--- src/rtl/cdd_defs.vh ---
// Constants shared by the character display command decoder.
`ifndef CDD_DEFS_VH
`define CDD_DEFS_VH
`define CDD_SPACE_CODE 8'h20
`define CDD_ROW1_END 7'h27
`define CDD_ROW2_START 7'h40
`define CDD_ROW2_END 7'h67
`define CDD_ONE_ROW_END 7'h4f
`define CDD_GLYPH_MASK 7'h3f
`define CDD_DISP_DEPTH 128
`define CDD_GLYPH_DEPTH 64
`define CDD_BUSY_NS 39000
`define CDD_CLEAR_NS 1530000
`define CDD_DATA_NS 43000
`define CDD_BLINK_NS 400000000
`define CDD_CLK_MHZ 125
`endif

--- src/rtl/cdd_top.v ---
// Instruction decoder and address pointer of a character display controller.
`timescale 1ns/1ps
`include "cdd_defs.vh"
module cdd_top #(
	parameter BUSY_CYC = (`CDD_BUSY_NS * `CDD_CLK_MHZ + 999) / 1000,
	parameter CLEAR_CYC = (`CDD_CLEAR_NS * `CDD_CLK_MHZ + 999) / 1000,
	parameter DATA_CYC = (`CDD_DATA_NS * `CDD_CLK_MHZ + 999) / 1000,
	parameter BLINK_CYC = (`CDD_BLINK_NS / 1000) * `CDD_CLK_MHZ
) (
	sys_clk, // System clock, 125 MHz.
	nrst, // Asynchronous active-low reset.
	bus_addr, // Bit 0 is the register select line.
	bus_wdata, // Host write data.
	bus_wr, // Write strobe.
	bus_rd, // Read strobe.
	bus_rdata, // Read data, valid the cycle after the read strobe.
	internal_op_pending, // High while an operation executes.
	cursor_on, // Cursor visible.
	blink_on, // Cursor blink enabled.
	blink_phase, // High while the cursor cell shows all dots.
	panel_on, // Display visible.
	entry_inc, // Entry direction increments.
	scroll_on_write, // Whole screen scroll on display writes.
	wide_bus_select, // 8-bit host bus.
	two_rows, // Two-row mode.
	tall_glyph, // 5x11 dot glyphs.
	screen_offset, // Whole display shift position.
	address_pointer, // Current pointer.
	glyph_sel // Data accesses go to glyph RAM.
);
	input wire sys_clk;
	input wire nrst;
	input wire [0:0] bus_addr;
	input wire [7:0] bus_wdata;
	input wire bus_wr;
	input wire bus_rd;
	output reg [7:0] bus_rdata;
	output wire internal_op_pending;
	output wire cursor_on;
	output wire blink_on;
	output wire blink_phase;
	output wire panel_on;
	output wire entry_inc;
	output wire scroll_on_write;
	output wire wide_bus_select;
	output wire two_rows;
	output wire tall_glyph;
	output wire [6:0] screen_offset;
	output wire [6:0] address_pointer;
	output wire glyph_sel;

	localparam ST_IDLE = 2'h0;
	localparam ST_BUSY = 2'h1;
	localparam ST_CLEAR = 2'h2;

	reg rst_s1_r, rst_s2_r;
	wire rst_n = rst_s2_r;
	reg [1:0] state_r;
	reg [20:0] busy_cnt_r;
	reg [6:0] ptr_r;
	reg [6:0] ofs_r;
	reg glyph_r, cur_r, blk_r, pan_r, inc_r, scr_r, wide_r, rows_r, tall_r;
	reg nib_hi_r; // Next nibble is the high half.
	reg [3:0] nib_r; // Latched high nibble.
	reg [7:0] out_r; // Output data register for RAM reads.
	reg load_pend_r; // Refresh out_r from RAM on the next cycle.
	reg [28:0] blink_cnt_r;
	reg blink_ph_r;
	reg load_go_r; // RAM output now holds the word at the new pointer.
	reg [6:0] clr_addr_r;
	reg [7:0] byte_nxt;
	reg byte_ok;

	// Step a display address with row wrap for the active row mode.
	function [6:0] disp_step;
		input [6:0] a;
		input up;
		input rows2;
		begin
			if (rows2) begin
				if (up) begin
					if (a == `CDD_ROW1_END) disp_step = `CDD_ROW2_START;
					else if (a >= `CDD_ROW2_END) disp_step = 7'h00;
					else disp_step = a + 7'h01;
				end else begin
					if (a == 7'h00) disp_step = `CDD_ROW2_END;
					else if (a == `CDD_ROW2_START) disp_step = `CDD_ROW1_END;
					else disp_step = a - 7'h01;
				end
			end else begin
				if (up) disp_step = (a >= `CDD_ONE_ROW_END) ? 7'h00 : a + 7'h01;
				else disp_step = (a == 7'h00) ? `CDD_ONE_ROW_END : a - 7'h01;
			end
		end
	endfunction

	// Step the pointer within whichever RAM is selected.
	function [6:0] ptr_step;
		input [6:0] a;
		input up;
		input glyph;
		input rows2;
		begin
			if (glyph) ptr_step = (up ? a + 7'h01 : a - 7'h01) & `CDD_GLYPH_MASK;
			else ptr_step = disp_step(a, up, rows2);
		end
	endfunction

	// Reset release through two flip-flops.
	always @(posedge sys_clk or negedge nrst) begin
		if (!nrst) begin
			rst_s1_r <= 1'b0;
			rst_s2_r <= 1'b0;
		end else begin
			rst_s1_r <= 1'b1;
			rst_s2_r <= rst_s1_r;
		end
	end

	// Nibble assembly: in 4-bit mode only the upper lines carry data.
	always @* begin
		byte_nxt = bus_wdata;
		byte_ok = 1'b1;
		if (!wide_r) begin
			byte_nxt = {nib_r, bus_wdata[7:4]};
			byte_ok = !nib_hi_r;
		end
	end

	wire wr_ok = bus_wr && byte_ok;
	wire idle = (state_r == ST_IDLE);
	wire inst_wr = wr_ok && !bus_addr[0] && idle;
	wire data_wr = wr_ok && bus_addr[0] && idle;
	wire data_rd = bus_rd && bus_addr[0] && byte_ok && idle;
	wire is_shift = inst_wr && (byte_nxt[7:4] == 4'h1);
	wire is_clear = inst_wr && (byte_nxt == 8'h01);
	wire is_home = inst_wr && (byte_nxt[7:1] == 7'h01);
	wire clr_we = (state_r == ST_CLEAR);

	wire disp_we = (data_wr && !glyph_r) || clr_we;
	wire [6:0] disp_addr = clr_we ? clr_addr_r : ptr_r;
	wire [7:0] disp_wd = clr_we ? `CDD_SPACE_CODE : byte_nxt;
	wire [7:0] disp_rd, glyph_rd;

	cdd_ram #(.AW(7), .DEPTH(`CDD_DISP_DEPTH)) u_disp (
		.clk(sys_clk),
		.we(disp_we),
		.addr(disp_addr),
		.wdata(disp_wd),
		.rdata(disp_rd)
	);

	cdd_ram #(.AW(6), .DEPTH(`CDD_GLYPH_DEPTH)) u_glyph (
		.clk(sys_clk),
		.we(data_wr && glyph_r),
		.addr(ptr_r[5:0]),
		.wdata(byte_nxt),
		.rdata(glyph_rd)
	);

	// Instruction execution, pointer stepping and pending timer.
	always @(posedge sys_clk or negedge rst_n) begin
		if (!rst_n) begin
			state_r <= ST_IDLE;
			busy_cnt_r <= 21'h000000;
			ptr_r <= 7'h00;
			ofs_r <= 7'h00;
			glyph_r <= 1'b0;
			cur_r <= 1'b0;
			blk_r <= 1'b0;
			pan_r <= 1'b0;
			inc_r <= 1'b1;
			scr_r <= 1'b0;
			wide_r <= 1'b1;
			rows_r <= 1'b0;
			tall_r <= 1'b0;
			load_pend_r <= 1'b0;
			clr_addr_r <= 7'h00;
		end else begin
			load_pend_r <= 1'b0;
			case (state_r)
			ST_IDLE: begin
				if (inst_wr) begin
					state_r <= ST_BUSY;
					busy_cnt_r <= BUSY_CYC[20:0];
					if (is_clear) begin
						state_r <= ST_CLEAR;
						clr_addr_r <= 7'h00;
						ptr_r <= 7'h00;
						ofs_r <= 7'h00;
						inc_r <= 1'b1;
						glyph_r <= 1'b0;
					end else if (is_home) begin
						busy_cnt_r <= CLEAR_CYC[20:0];
						ptr_r <= 7'h00;
						ofs_r <= 7'h00;
						glyph_r <= 1'b0;
					end else if (byte_nxt[7]) begin
						ptr_r <= byte_nxt[6:0];
						glyph_r <= 1'b0;
						load_pend_r <= 1'b1;
					end else if (byte_nxt[6]) begin
						ptr_r <= byte_nxt[6:0] & `CDD_GLYPH_MASK;
						glyph_r <= 1'b1;
						load_pend_r <= 1'b1;
					end else if (byte_nxt[5]) begin
						wide_r <= byte_nxt[4];
						rows_r <= byte_nxt[3];
						tall_r <= byte_nxt[2];
					end else if (is_shift) begin
						if (!byte_nxt[3]) begin
							ptr_r <= ptr_step(ptr_r, byte_nxt[2], glyph_r, rows_r);
							load_pend_r <= 1'b1;
						end else begin
							// One offset shared by all rows moves them together.
							ofs_r <= byte_nxt[2] ? ofs_r + 7'h01 : ofs_r - 7'h01;
						end
					end else if (byte_nxt[3]) begin
						pan_r <= byte_nxt[2];
						cur_r <= byte_nxt[1];
						blk_r <= byte_nxt[0];
					end else if (byte_nxt[2]) begin
						inc_r <= byte_nxt[1];
						scr_r <= byte_nxt[0];
					end
				end else if (data_wr || data_rd) begin
					state_r <= ST_BUSY;
					busy_cnt_r <= DATA_CYC[20:0];
					ptr_r <= ptr_step(ptr_r, inc_r, glyph_r, rows_r);
					if (data_rd) begin
						load_pend_r <= 1'b1;
					end
					if (data_wr && !glyph_r && scr_r) begin
						ofs_r <= inc_r ? ofs_r - 7'h01 : ofs_r + 7'h01;
					end
				end
			end
			ST_CLEAR: begin
				clr_addr_r <= clr_addr_r + 7'h01;
				if (clr_addr_r == 7'h7f) begin
					state_r <= ST_BUSY;
					busy_cnt_r <= CLEAR_CYC[20:0];
				end
			end
			ST_BUSY: begin
				if (busy_cnt_r <= 21'h000001) state_r <= ST_IDLE;
				else busy_cnt_r <= busy_cnt_r - 21'h000001;
			end
			default: state_r <= ST_IDLE;
			endcase
		end
	end

	// The RAM registers its read data, so the word at a freshly loaded
	// pointer appears one cycle after the request; out_r waits for it.
	// It updates only on address set, cursor shift or read, so a read after a
	// write sees the old latched byte.
	always @(posedge sys_clk or negedge rst_n) begin
		if (!rst_n) begin
			load_go_r <= 1'b0;
			out_r <= 8'h00;
		end else begin
			load_go_r <= load_pend_r;
			if (load_go_r) begin
				out_r <= glyph_r ? glyph_rd : disp_rd;
			end
		end
	end

	// Nibble phase; a function set forcing 8-bit mode also resyncs it.
	always @(posedge sys_clk or negedge rst_n) begin
		if (!rst_n) begin
			nib_hi_r <= 1'b1;
			nib_r <= 4'h0;
		end else if (wide_r) begin
			nib_hi_r <= 1'b1;
		end else if (bus_wr || bus_rd) begin
			nib_hi_r <= !nib_hi_r;
			if (bus_wr && nib_hi_r) nib_r <= bus_wdata[7:4];
		end
	end

	// Read data pipeline; nibble reads return halves on the upper lines.
	always @(posedge sys_clk or negedge rst_n) begin
		if (!rst_n) begin
			bus_rdata <= 8'h00;
		end else begin
			bus_rdata <= 8'h00;
			if (bus_rd) begin
				if (!bus_addr[0]) begin
					bus_rdata <= {!idle, ptr_r};
					if (!wide_r && !nib_hi_r) bus_rdata <= {ptr_r[3:0], 4'h0};
				end else begin
					bus_rdata <= out_r;
					if (!wide_r && !nib_hi_r) bus_rdata <= {out_r[3:0], 4'h0};
				end
			end
		end
	end

	// Blink timer; a slow enable keeps the whole block on one clock.
	always @(posedge sys_clk or negedge rst_n) begin
		if (!rst_n) begin
			blink_cnt_r <= 29'h0000000;
			blink_ph_r <= 1'b0;
		end else if (!blk_r) begin
			blink_cnt_r <= 29'h0000000;
			blink_ph_r <= 1'b0;
		end else if (blink_cnt_r >= BLINK_CYC[28:0] - 29'h0000001) begin
			blink_cnt_r <= 29'h0000000;
			blink_ph_r <= !blink_ph_r;
		end else begin
			blink_cnt_r <= blink_cnt_r + 29'h0000001;
		end
	end

	assign internal_op_pending = !idle;
	assign cursor_on = cur_r;
	assign blink_on = blk_r;
	assign blink_phase = blink_ph_r;
	assign panel_on = pan_r;
	assign entry_inc = inc_r;
	assign scroll_on_write = scr_r;
	assign wide_bus_select = wide_r;
	assign two_rows = rows_r;
	assign tall_glyph = tall_r;
	assign screen_offset = ofs_r;
	assign address_pointer = ptr_r;
	assign glyph_sel = glyph_r;
endmodule // cdd_top

--- src/rtl/cdd_ram.v ---
// Single-port memory with registered read data for display and glyph store.
`timescale 1ns/1ps
module cdd_ram #(
	parameter AW = 7,
	parameter DEPTH = 128
) (
	clk, // Clock.
	we, // Write enable.
	addr, // Word address.
	wdata, // Write data.
	rdata // Registered read data.
);
	input wire clk;
	input wire we;
	input wire [AW-1:0] addr;
	input wire [7:0] wdata;
	output reg [7:0] rdata;
	reg [7:0] mem [0:DEPTH-1];

	// Read-first behaviour so a write cycle returns the old word.
	always @(posedge clk) begin
		if (we) begin
			mem[addr] <= wdata;
		end
		rdata <= mem[addr];
	end
endmodule // cdd_ram

--- config.mk ---
export PLATFORM = sky130hd
export DESIGN_NAME = cdd_top
export DESIGN_NICKNAME = d
export VERILOG_FILES = /design/src/rtl/cdd_top.v /design/src/rtl/cdd_ram.v
export VERILOG_INCLUDE_DIRS = /design/src /design/src/rtl
export SDC_FILE = /design/constraint.sdc
export NUM_CORES = 2
export LEC_CHECK = 0
export BUFFER_PORTS_ARGS = -buffer_cell sky130_fd_sc_hd__buf_4
export CAP_MARGIN = 20
export CORE_MARGIN = 2
export CORE_UTILIZATION = 50
export CTS_BUF_LIST = sky130_fd_sc_hd__clkbuf_4 sky130_fd_sc_hd__clkbuf_8
export DETAILED_ROUTE_END_ITERATION = 7
export HOLD_SLACK_MARGIN = 0.03
export PLACE_DENSITY = 0.65
export SLEW_MARGIN = 20
export SYNTH_ARGS = -nofsm -noshare
export SYNTH_HDL_FRONTEND = slang
export SYNTH_SLANG_ARGS = --single-unit
--- constraint.sdc ---
create_clock -name sys_clk -period 4.2 [get_ports sys_clk]
set_input_delay 0.42 -clock sys_clk [delete_from_list [all_inputs] [get_ports sys_clk]]
set_output_delay 0.42 -clock sys_clk [all_outputs]
set_load 0.005 [all_outputs]
==> Word level (Yosys, flattened, before mapping) <==
Memories as Yosys holds them, arrays and structs flattened. A register that Yosys moved wholly into a read port is not among the register bits.
Index checks and enable logic that the tools add are counted.
{ "word_totals": {"regBits": 108, "ram_bits": 1536, "in_bits": 13, "out_inout_bits": 33, "elab_cells": 214, "n_memories": 2} }
{ "classes": {"add_sub_neg": 7, "n_lt_le_gt_ge": 4, "n_eq_ne": 29, "mux": 95, "n_bitwise": 8, "n_reduce_logical": 45} }
{ "memory_table": {"columns": ["name", "words", "width", "read_ports", "rd_clocked_by_memory_dff", "write_ports", "line_no", "text"], "rows": [
  ["u_disp.mem", 128, 8, 1, 1, 1, "cdd_ram.v:18", "reg [7:0] mem [0:DEPTH-1];"],
  ["u_glyph.mem", 64, 8, 1, 1, 1, "cdd_ram.v:18", null]
]} }
{ "op_table": {"columns": ["op", "count"], "rows": [
  ["$mux W7", 38],
  ["$mux W21", 4],
  ["$pmux W21 S3", 1],
  ["$mux W29", 2],
  ["$mux W8", 7],
  ["$mux W18", 2],
  ["$mux W1", 32],
  ["$add A29 B1 Y29 const B", 1],
  ["$ge A29 B26 Y1 const B", 1],
  ["$add A7 B1 Y7 const B", 3],
  ["$le A21 B1 Y1 const B", 1],
  ["$sub A21 B1 Y21 const B", 1],
  ["$ne A2 B1 Y1 const B", 9],
  ["$reduce_and A9 Y1", 2],
  ["$logic_and A1 B1 Y1", 16],
  ["$ne A4 B2 Y1 const B", 4],
  ["$eq A7 B7 Y1 const B", 2],
  ["$ge A7 B7 Y1 const B", 2],
  ["$pmux W7 S2", 1],
  ["$sub A7 B1 Y7 const B", 2],
  ["$mux W6", 2],
  ["$ne A6 B4 Y1 const B", 2],
  ["$reduce_and A3 Y1", 4],
  ["$mux W2", 5],
  ["other kinds (24)", 44]
]} }

==> Depth between registers and ports, before layout <==
{ "depth": {"ltp_word": 14, "mapped_depth": 15, "depth_no_buf": 9} }

==> Hierarchy <==
Synthesis repeated with hierarchy kept, for this count alone.
{ "hier_totals": {"hier_cells": 4485, "area_unflattened_um2": 67741.2} }
{ "by_module_without_submodules": {"columns": ["module", "instances", "cells_each", "area_each_um2", "seq_area_each_um2"], "rows": [
  ["cdd_ram (u_disp)", 1, 2467, 40425.0, 30909.6],
  ["cdd_ram (u_glyph)", 1, 1186, 20193.1, 15534.9],
  ["cdd_top", 1, 832, 7123.1, 2706.3]
]} }

==> Least setup slack after synthesis <==
Ideal clock, no wire load.
{ "synth_timing": {"path_type": "register to register", "startpoint": "reg state_r[0]", "endpoint": "mem u_disp.mem[0][1] (data pin)", "setup_ns": 0.798, "arrival_ns": 4.532, "required_time_ns": 3.402, "path_slack_ns": -1.130, "stages_incl_launch_ff": 9, "n_path_buf": 5, "synth_period_minus_slack_ns": 5.330, "path_cell_list": "dfrtp_1 > inv_1 > ha_1 > buf_2 > buf_2 > buf_1 > clkbuf_1 > clkbuf_1 > nor2_1"} }
{ "synth_between": {"elab_chain_len": 2} }
{ "synth_rtl": {"columns": ["element", "line_no", "text"], "rows": [
  ["start, declared", "cdd_top.v:58", "reg [1:0] state_r;"],
  ["start signal, assigned", "cdd_top.v:164", "state_r <= ST_IDLE;"],
  ["start signal, assigned", "cdd_top.v:184", "state_r <= ST_BUSY;"],
  ["start signal, assigned", "cdd_top.v:187", "state_r <= ST_CLEAR;"],
  ["$eq A2 B2 Y1", "cdd_top.v:138", "wire clr_we = (state_r == ST_CLEAR);"],
  ["$mux W8", "cdd_top.v:142", "wire [7:0] disp_wd = clr_we ? `CDD_SPACE_CODE : byte_nxt;"],
  ["via disp_wd[1]", "cdd_top.v:142", null],
  ["end, declared", "cdd_ram.v:18", null]
]} }
The timed path passes the listed nets, and every way through them passes these cells.

==> Final worst setup path <==
{ "layout_timing": {"startpoint": "reg state_r[0]", "endpoint": "reg u_disp.rdata[7] (read register of u_disp.mem)"} }
{ "layout_between": {"elab_chain_len": 2} }
{ "layout_rtl": {"columns": ["element", "line_no", "text"], "rows": [
  ["$eq A2 B2 Y1", "cdd_top.v:138", null],
  ["$mux W7", "cdd_top.v:141", "wire [6:0] disp_addr = clr_we ? clr_addr_r : ptr_r;"],
  ["end, declared", "cdd_ram.v:17", "output reg [7:0] rdata;"]
]} }
No other way between the ends.
A chain may end at the register's enable or synchronous reset.

==> impl_metrics.toml <==
[synthesis]
synth.avg_cell_area_um2 = 15.54
ys_ff_latch = 1660
synthesis.area_mm2 = 0.06459
yosysWarnings = 0
ys_types = 84
synthFlopType = "edfxtp_1"
synth_cells = 4156
synth_edf_count = 1536
async_reset_ff_share_pct = 6.506
seq_area_frac_synth_pct = 76.10

[power]
max-vdd-ir-drop_uv = 418.2
p_sw_mw = 17.93
combPwrFrac_pct = 31.4
p_sw_share_pct = 35.57
intPower_mw = 32.47
p_per_area_mw_per_mm2 = 680.1
clockPowerShare_pct = 26.8
power_frac_seq_pct = 41.8
leakagePower_nw = 24.05

[route]
drc_errors = 0
avgRoutedWirePerCell_um = 29.54
first_pass_iters = 7
first_iter_violations = 6338
vias = 41260
wl_um = 188100
viasPerCell = 6.481
drtAntennaViolNets = 0

[outcome]
outcome = "finished, final reports clean"

[worst_setup_path]
cp-endpoint = "u_disp.rdata[7]$_DFF_P_"
slowest_stage = "nor4_1"
path_buf_inv = 2
path_cells = "inv_1 -> ha_4 -> nor2_1 -> a32o_4 -> buf_12 -> a22oi_1 -> a41oi_1 -> nor4_1 -> o2111ai_1"
rrSetupSlack_ns = 0.13
critPathKind = "flip-flop to flip-flop"
endpoint_kind = "flip-flop"
critPathMaxFanout = 51
rr_worst_depth = 9
regToRegStartpoint = "state_r[0]$_DFFE_PN0P_"
r2r_end = "u_disp.rdata[7]$_DFF_P_"
critPathLaunch = "state_r[0]$_DFFE_PN0P_"
arrival_ns = 4.89
path_depth = 9
cp.required_ns = 5.02
start_kind = "flip-flop"
max_stage_delay_ns = 0.82
crit_family = "compound AO/OA/AOI/OAI gates"

[sta]
max_freq_mhz = 245.7
rsz0062_at_grt = "no"
hold_viol_final = 0
fin_skew_ns = 0.05562
fin_crit_sh_pct = 96.90
slew_headroom_pct = 24.01
drv_slew = 0
worst_pin_slew_ns = 1.136
setup_viol = 0
min_period_ns = 4.070

[global_routing]
grt_busiest_layer = "met2"
antenna_found_initial = 5
grt_first_pass_wirelength_um = 272600
gr-usage-met2_pct = 42.42
gr-total-overflow = 0
grt_max_degree = 129
met1_usage_pct = 40.36
track_usage_pct = 28.31
grt_pass1_vias = 39750
grt_use_met3_pct = 7.569

[finish]
layout.nets = 4546
drive_gt1_share_pct = 18.40
syn_to_final_growth_pct = 14.72
fill_cells = 9758
postLayoutCellArea_mm2 = 0.07410
finalNonFillerCells = 6366

[place]
placed_cells = 5884
postPlaceCellArea_mm2 = 0.06880
routabilityCongestion = 0.9166
hpwl_um = 115300
port_buffers = 45

[clock_network]
cts-root-buf = "clkbuf_8"
clock_latency_ns = 1.01
cts_sinks = 1660
h-tree-depth = 5
numCtsBuffers = 281
post_cts_buffers = 0
clockBufferDepth = 4
cts_tree = "built"
cts.clk_slew.worst_paths_ns = 0.06

[die]
io_pins = 46
initial_core_util_pct = 50.52
core_area_mm2 = 0.1278
die_w_um = 363.4
rows = 131
die-area_mm2 = 0.1321
die_y_um = 363.4

[run]
cap_violations = 0

[worst_hold_path]
hold_depth = 4
hold_path.class = "input port to flip-flop"
[power groups by stage]
stage | sequential [mW] | clock [mW] | combinational (mW)
finish | 21.1 | 13.5 | 15.8
global route | 21.1 | 14.3 | 16.6
CTS | 21.0 | 13.6 | 15.5
detailed placement | 21.4 | 0 | 15.4
global placement | 21.4 | 0 | 15.2
floorplan | 21.2 | 0 | 8.44
[through the flow]
stage	power, mW	setup WS [ns]	util, %	setup TNS [ns]	hold slack, ns
after global routing	52.00	0.03104	57.96	0	0.1837
after detailed placement	36.78	0.08179	53.82	0	0.2053
after CTS	50.15	0.05260	57.94	0	0.1066
after global placement	36.62	0.2053	53.82	0	0.2027
final	50.40	0.1303	57.96	0	0.1892
after floorplan	29.69	-1.130	-	-1011.68	0.1244
[timing repair]
action                                  in CTS  in global routing
hold buffers                                17                  0
endpoints found under the setup margin       0                  2
endpoints found under the hold margin       25                  0
resized for setup                            0                  2
[worst min path at each step]
| stage | slack, ns | from | endpoint |
|---|---|---|---|
| 2_1_floorplan | 0.12 | nrst | rst_n$_DFF_PN0_ |
| 3_3_place_gp | 0.20 | nrst | rst_s1_r$_DFF_PN0_ |
| 3_5_place_dp | 0.21 | nrst | rst_s1_r$_DFF_PN0_ |
| 4_1_cts | 0.11 | bus_wr | screen_offset[1]$_DFFE_PN0P_ |
| 5_1_grt | 0.18 | bus_wr | screen_offset[1]$_DFFE_PN0P_ |
| 6_report | 0.19 | bus_wr | screen_offset[1]$_DFFE_PN0P_ |
[layout make-up]
class	instances	area, um^2	area share [%]
diodes	2	5.005	0.006754
clock buffers	377	4676	6.310
clock inverters	86	420.4	0.5674
inverters	36	135.1	0.1824
multi-input cells	2188	14510	19.58
flip-flops and latches	1660	49170	66.36
well taps	1662	2079	2.806
repair buffers	355	3108	4.194
[synthesized netlist by cell type, drive strengths merged (11+ instances only)]
master	count	area, um^2
a31oi	86	538.0
xnor2	20	175.2
nand4	40	250.2
clkbuf	195	732.0
o211ai	15	112.6
mux4	12	270.3
a221oi	62	543.0
inv	33	123.9
dfrtp	105	2628
o22ai	18	112.6
a21oi	172	860.8
nand3	39	195.2
o221ai	12	105.1
nor3	42	210.2
a22oi	419	3146
and2	12	75.07
edfxtp	1536	46120
and3	15	93.84
a22o	30	262.8
mux2i	102	1028
buf	79	366.6
nor2	367	1378
ha	11	137.6
nor4	30	187.7
o21ai	100	504.2
a221o	12	120.1
nor2b	16	100.1
nand2	223	837.1
a222oi	36	360.4
mux2	55	619.4
xor2	19	166.4
nand2b	16	100.1
dfxtp	16	320.3
a41oi	56	490.5
[cells by family (layout without fill, tap and decap cells)]
family	count (synthesis)	after routing	share of synthesized area, %
AO/OA/AOI/OAI	1115	1115	12.35
XOR/XNOR	39	39	0.5289
adder cells (fa/ha/maj)	11	11	0.2131
buffers and inverters	310	854	1.910
flip-flops	1660	1660	76.10
multiplexers	169	169	2.970
other	2	6	0.01163
AND/OR/NAND/NOR	850	850	5.914
[layout by cell type (no fill, tap or decap), types with 17 or more instances in the layout]
master / instances
edfxtp_1: 1536
a22oi_1: 418
nor2_1: 358
buf_4: 306
clkbuf_8: 295
nand2_1: 222
a21oi_1: 170
dfrtp_1: 99
mux2i_1: 98
a31oi_1: 85
clkbuf_4: 82
o21ai_0: 63
a221oi_1: 62
clkinv_1: 60
a41oi_1: 56
mux2_2: 47
nor3_1: 41
nand4_1: 40
nand3_1: 39
o21ai_1: 36
a222oi_1: 36
buf_12: 32
a22o_1: 30
nor4_1: 27
inv_1: 24
clkinv_2: 23
xnor2_1: 20
xor2_1: 19
dlygate4sd3_1: 17
[layer usage]
layer / up-vias / share of wire, %
met5: - / 0.015
met4: 4 / 3.1
met3: 354 / 12
met2: 2763 / 45
met1: 20680 / 40
li1: 17450 / -
[sequential cells by signal, summed over array words and instances, names as in the netlist, 8 cells and up]
register,cells
blink_cnt_r,29
busy_cnt_r,21
out_r,8
u_disp.rdata,8
u_disp.mem,1024
u_glyph.mem,512
bus_rdata,8
u_glyph.rdata,8
[worst min-delay path, delay by kind of cell]
family / cells / cell delay [ns]
AOI/OAI and AO/OA: 2 / 0.46
buffers and inverters: 1 / 0.16
and+or+nand+nor: 1 / 0.09
(Power assumes the default switching activity.)
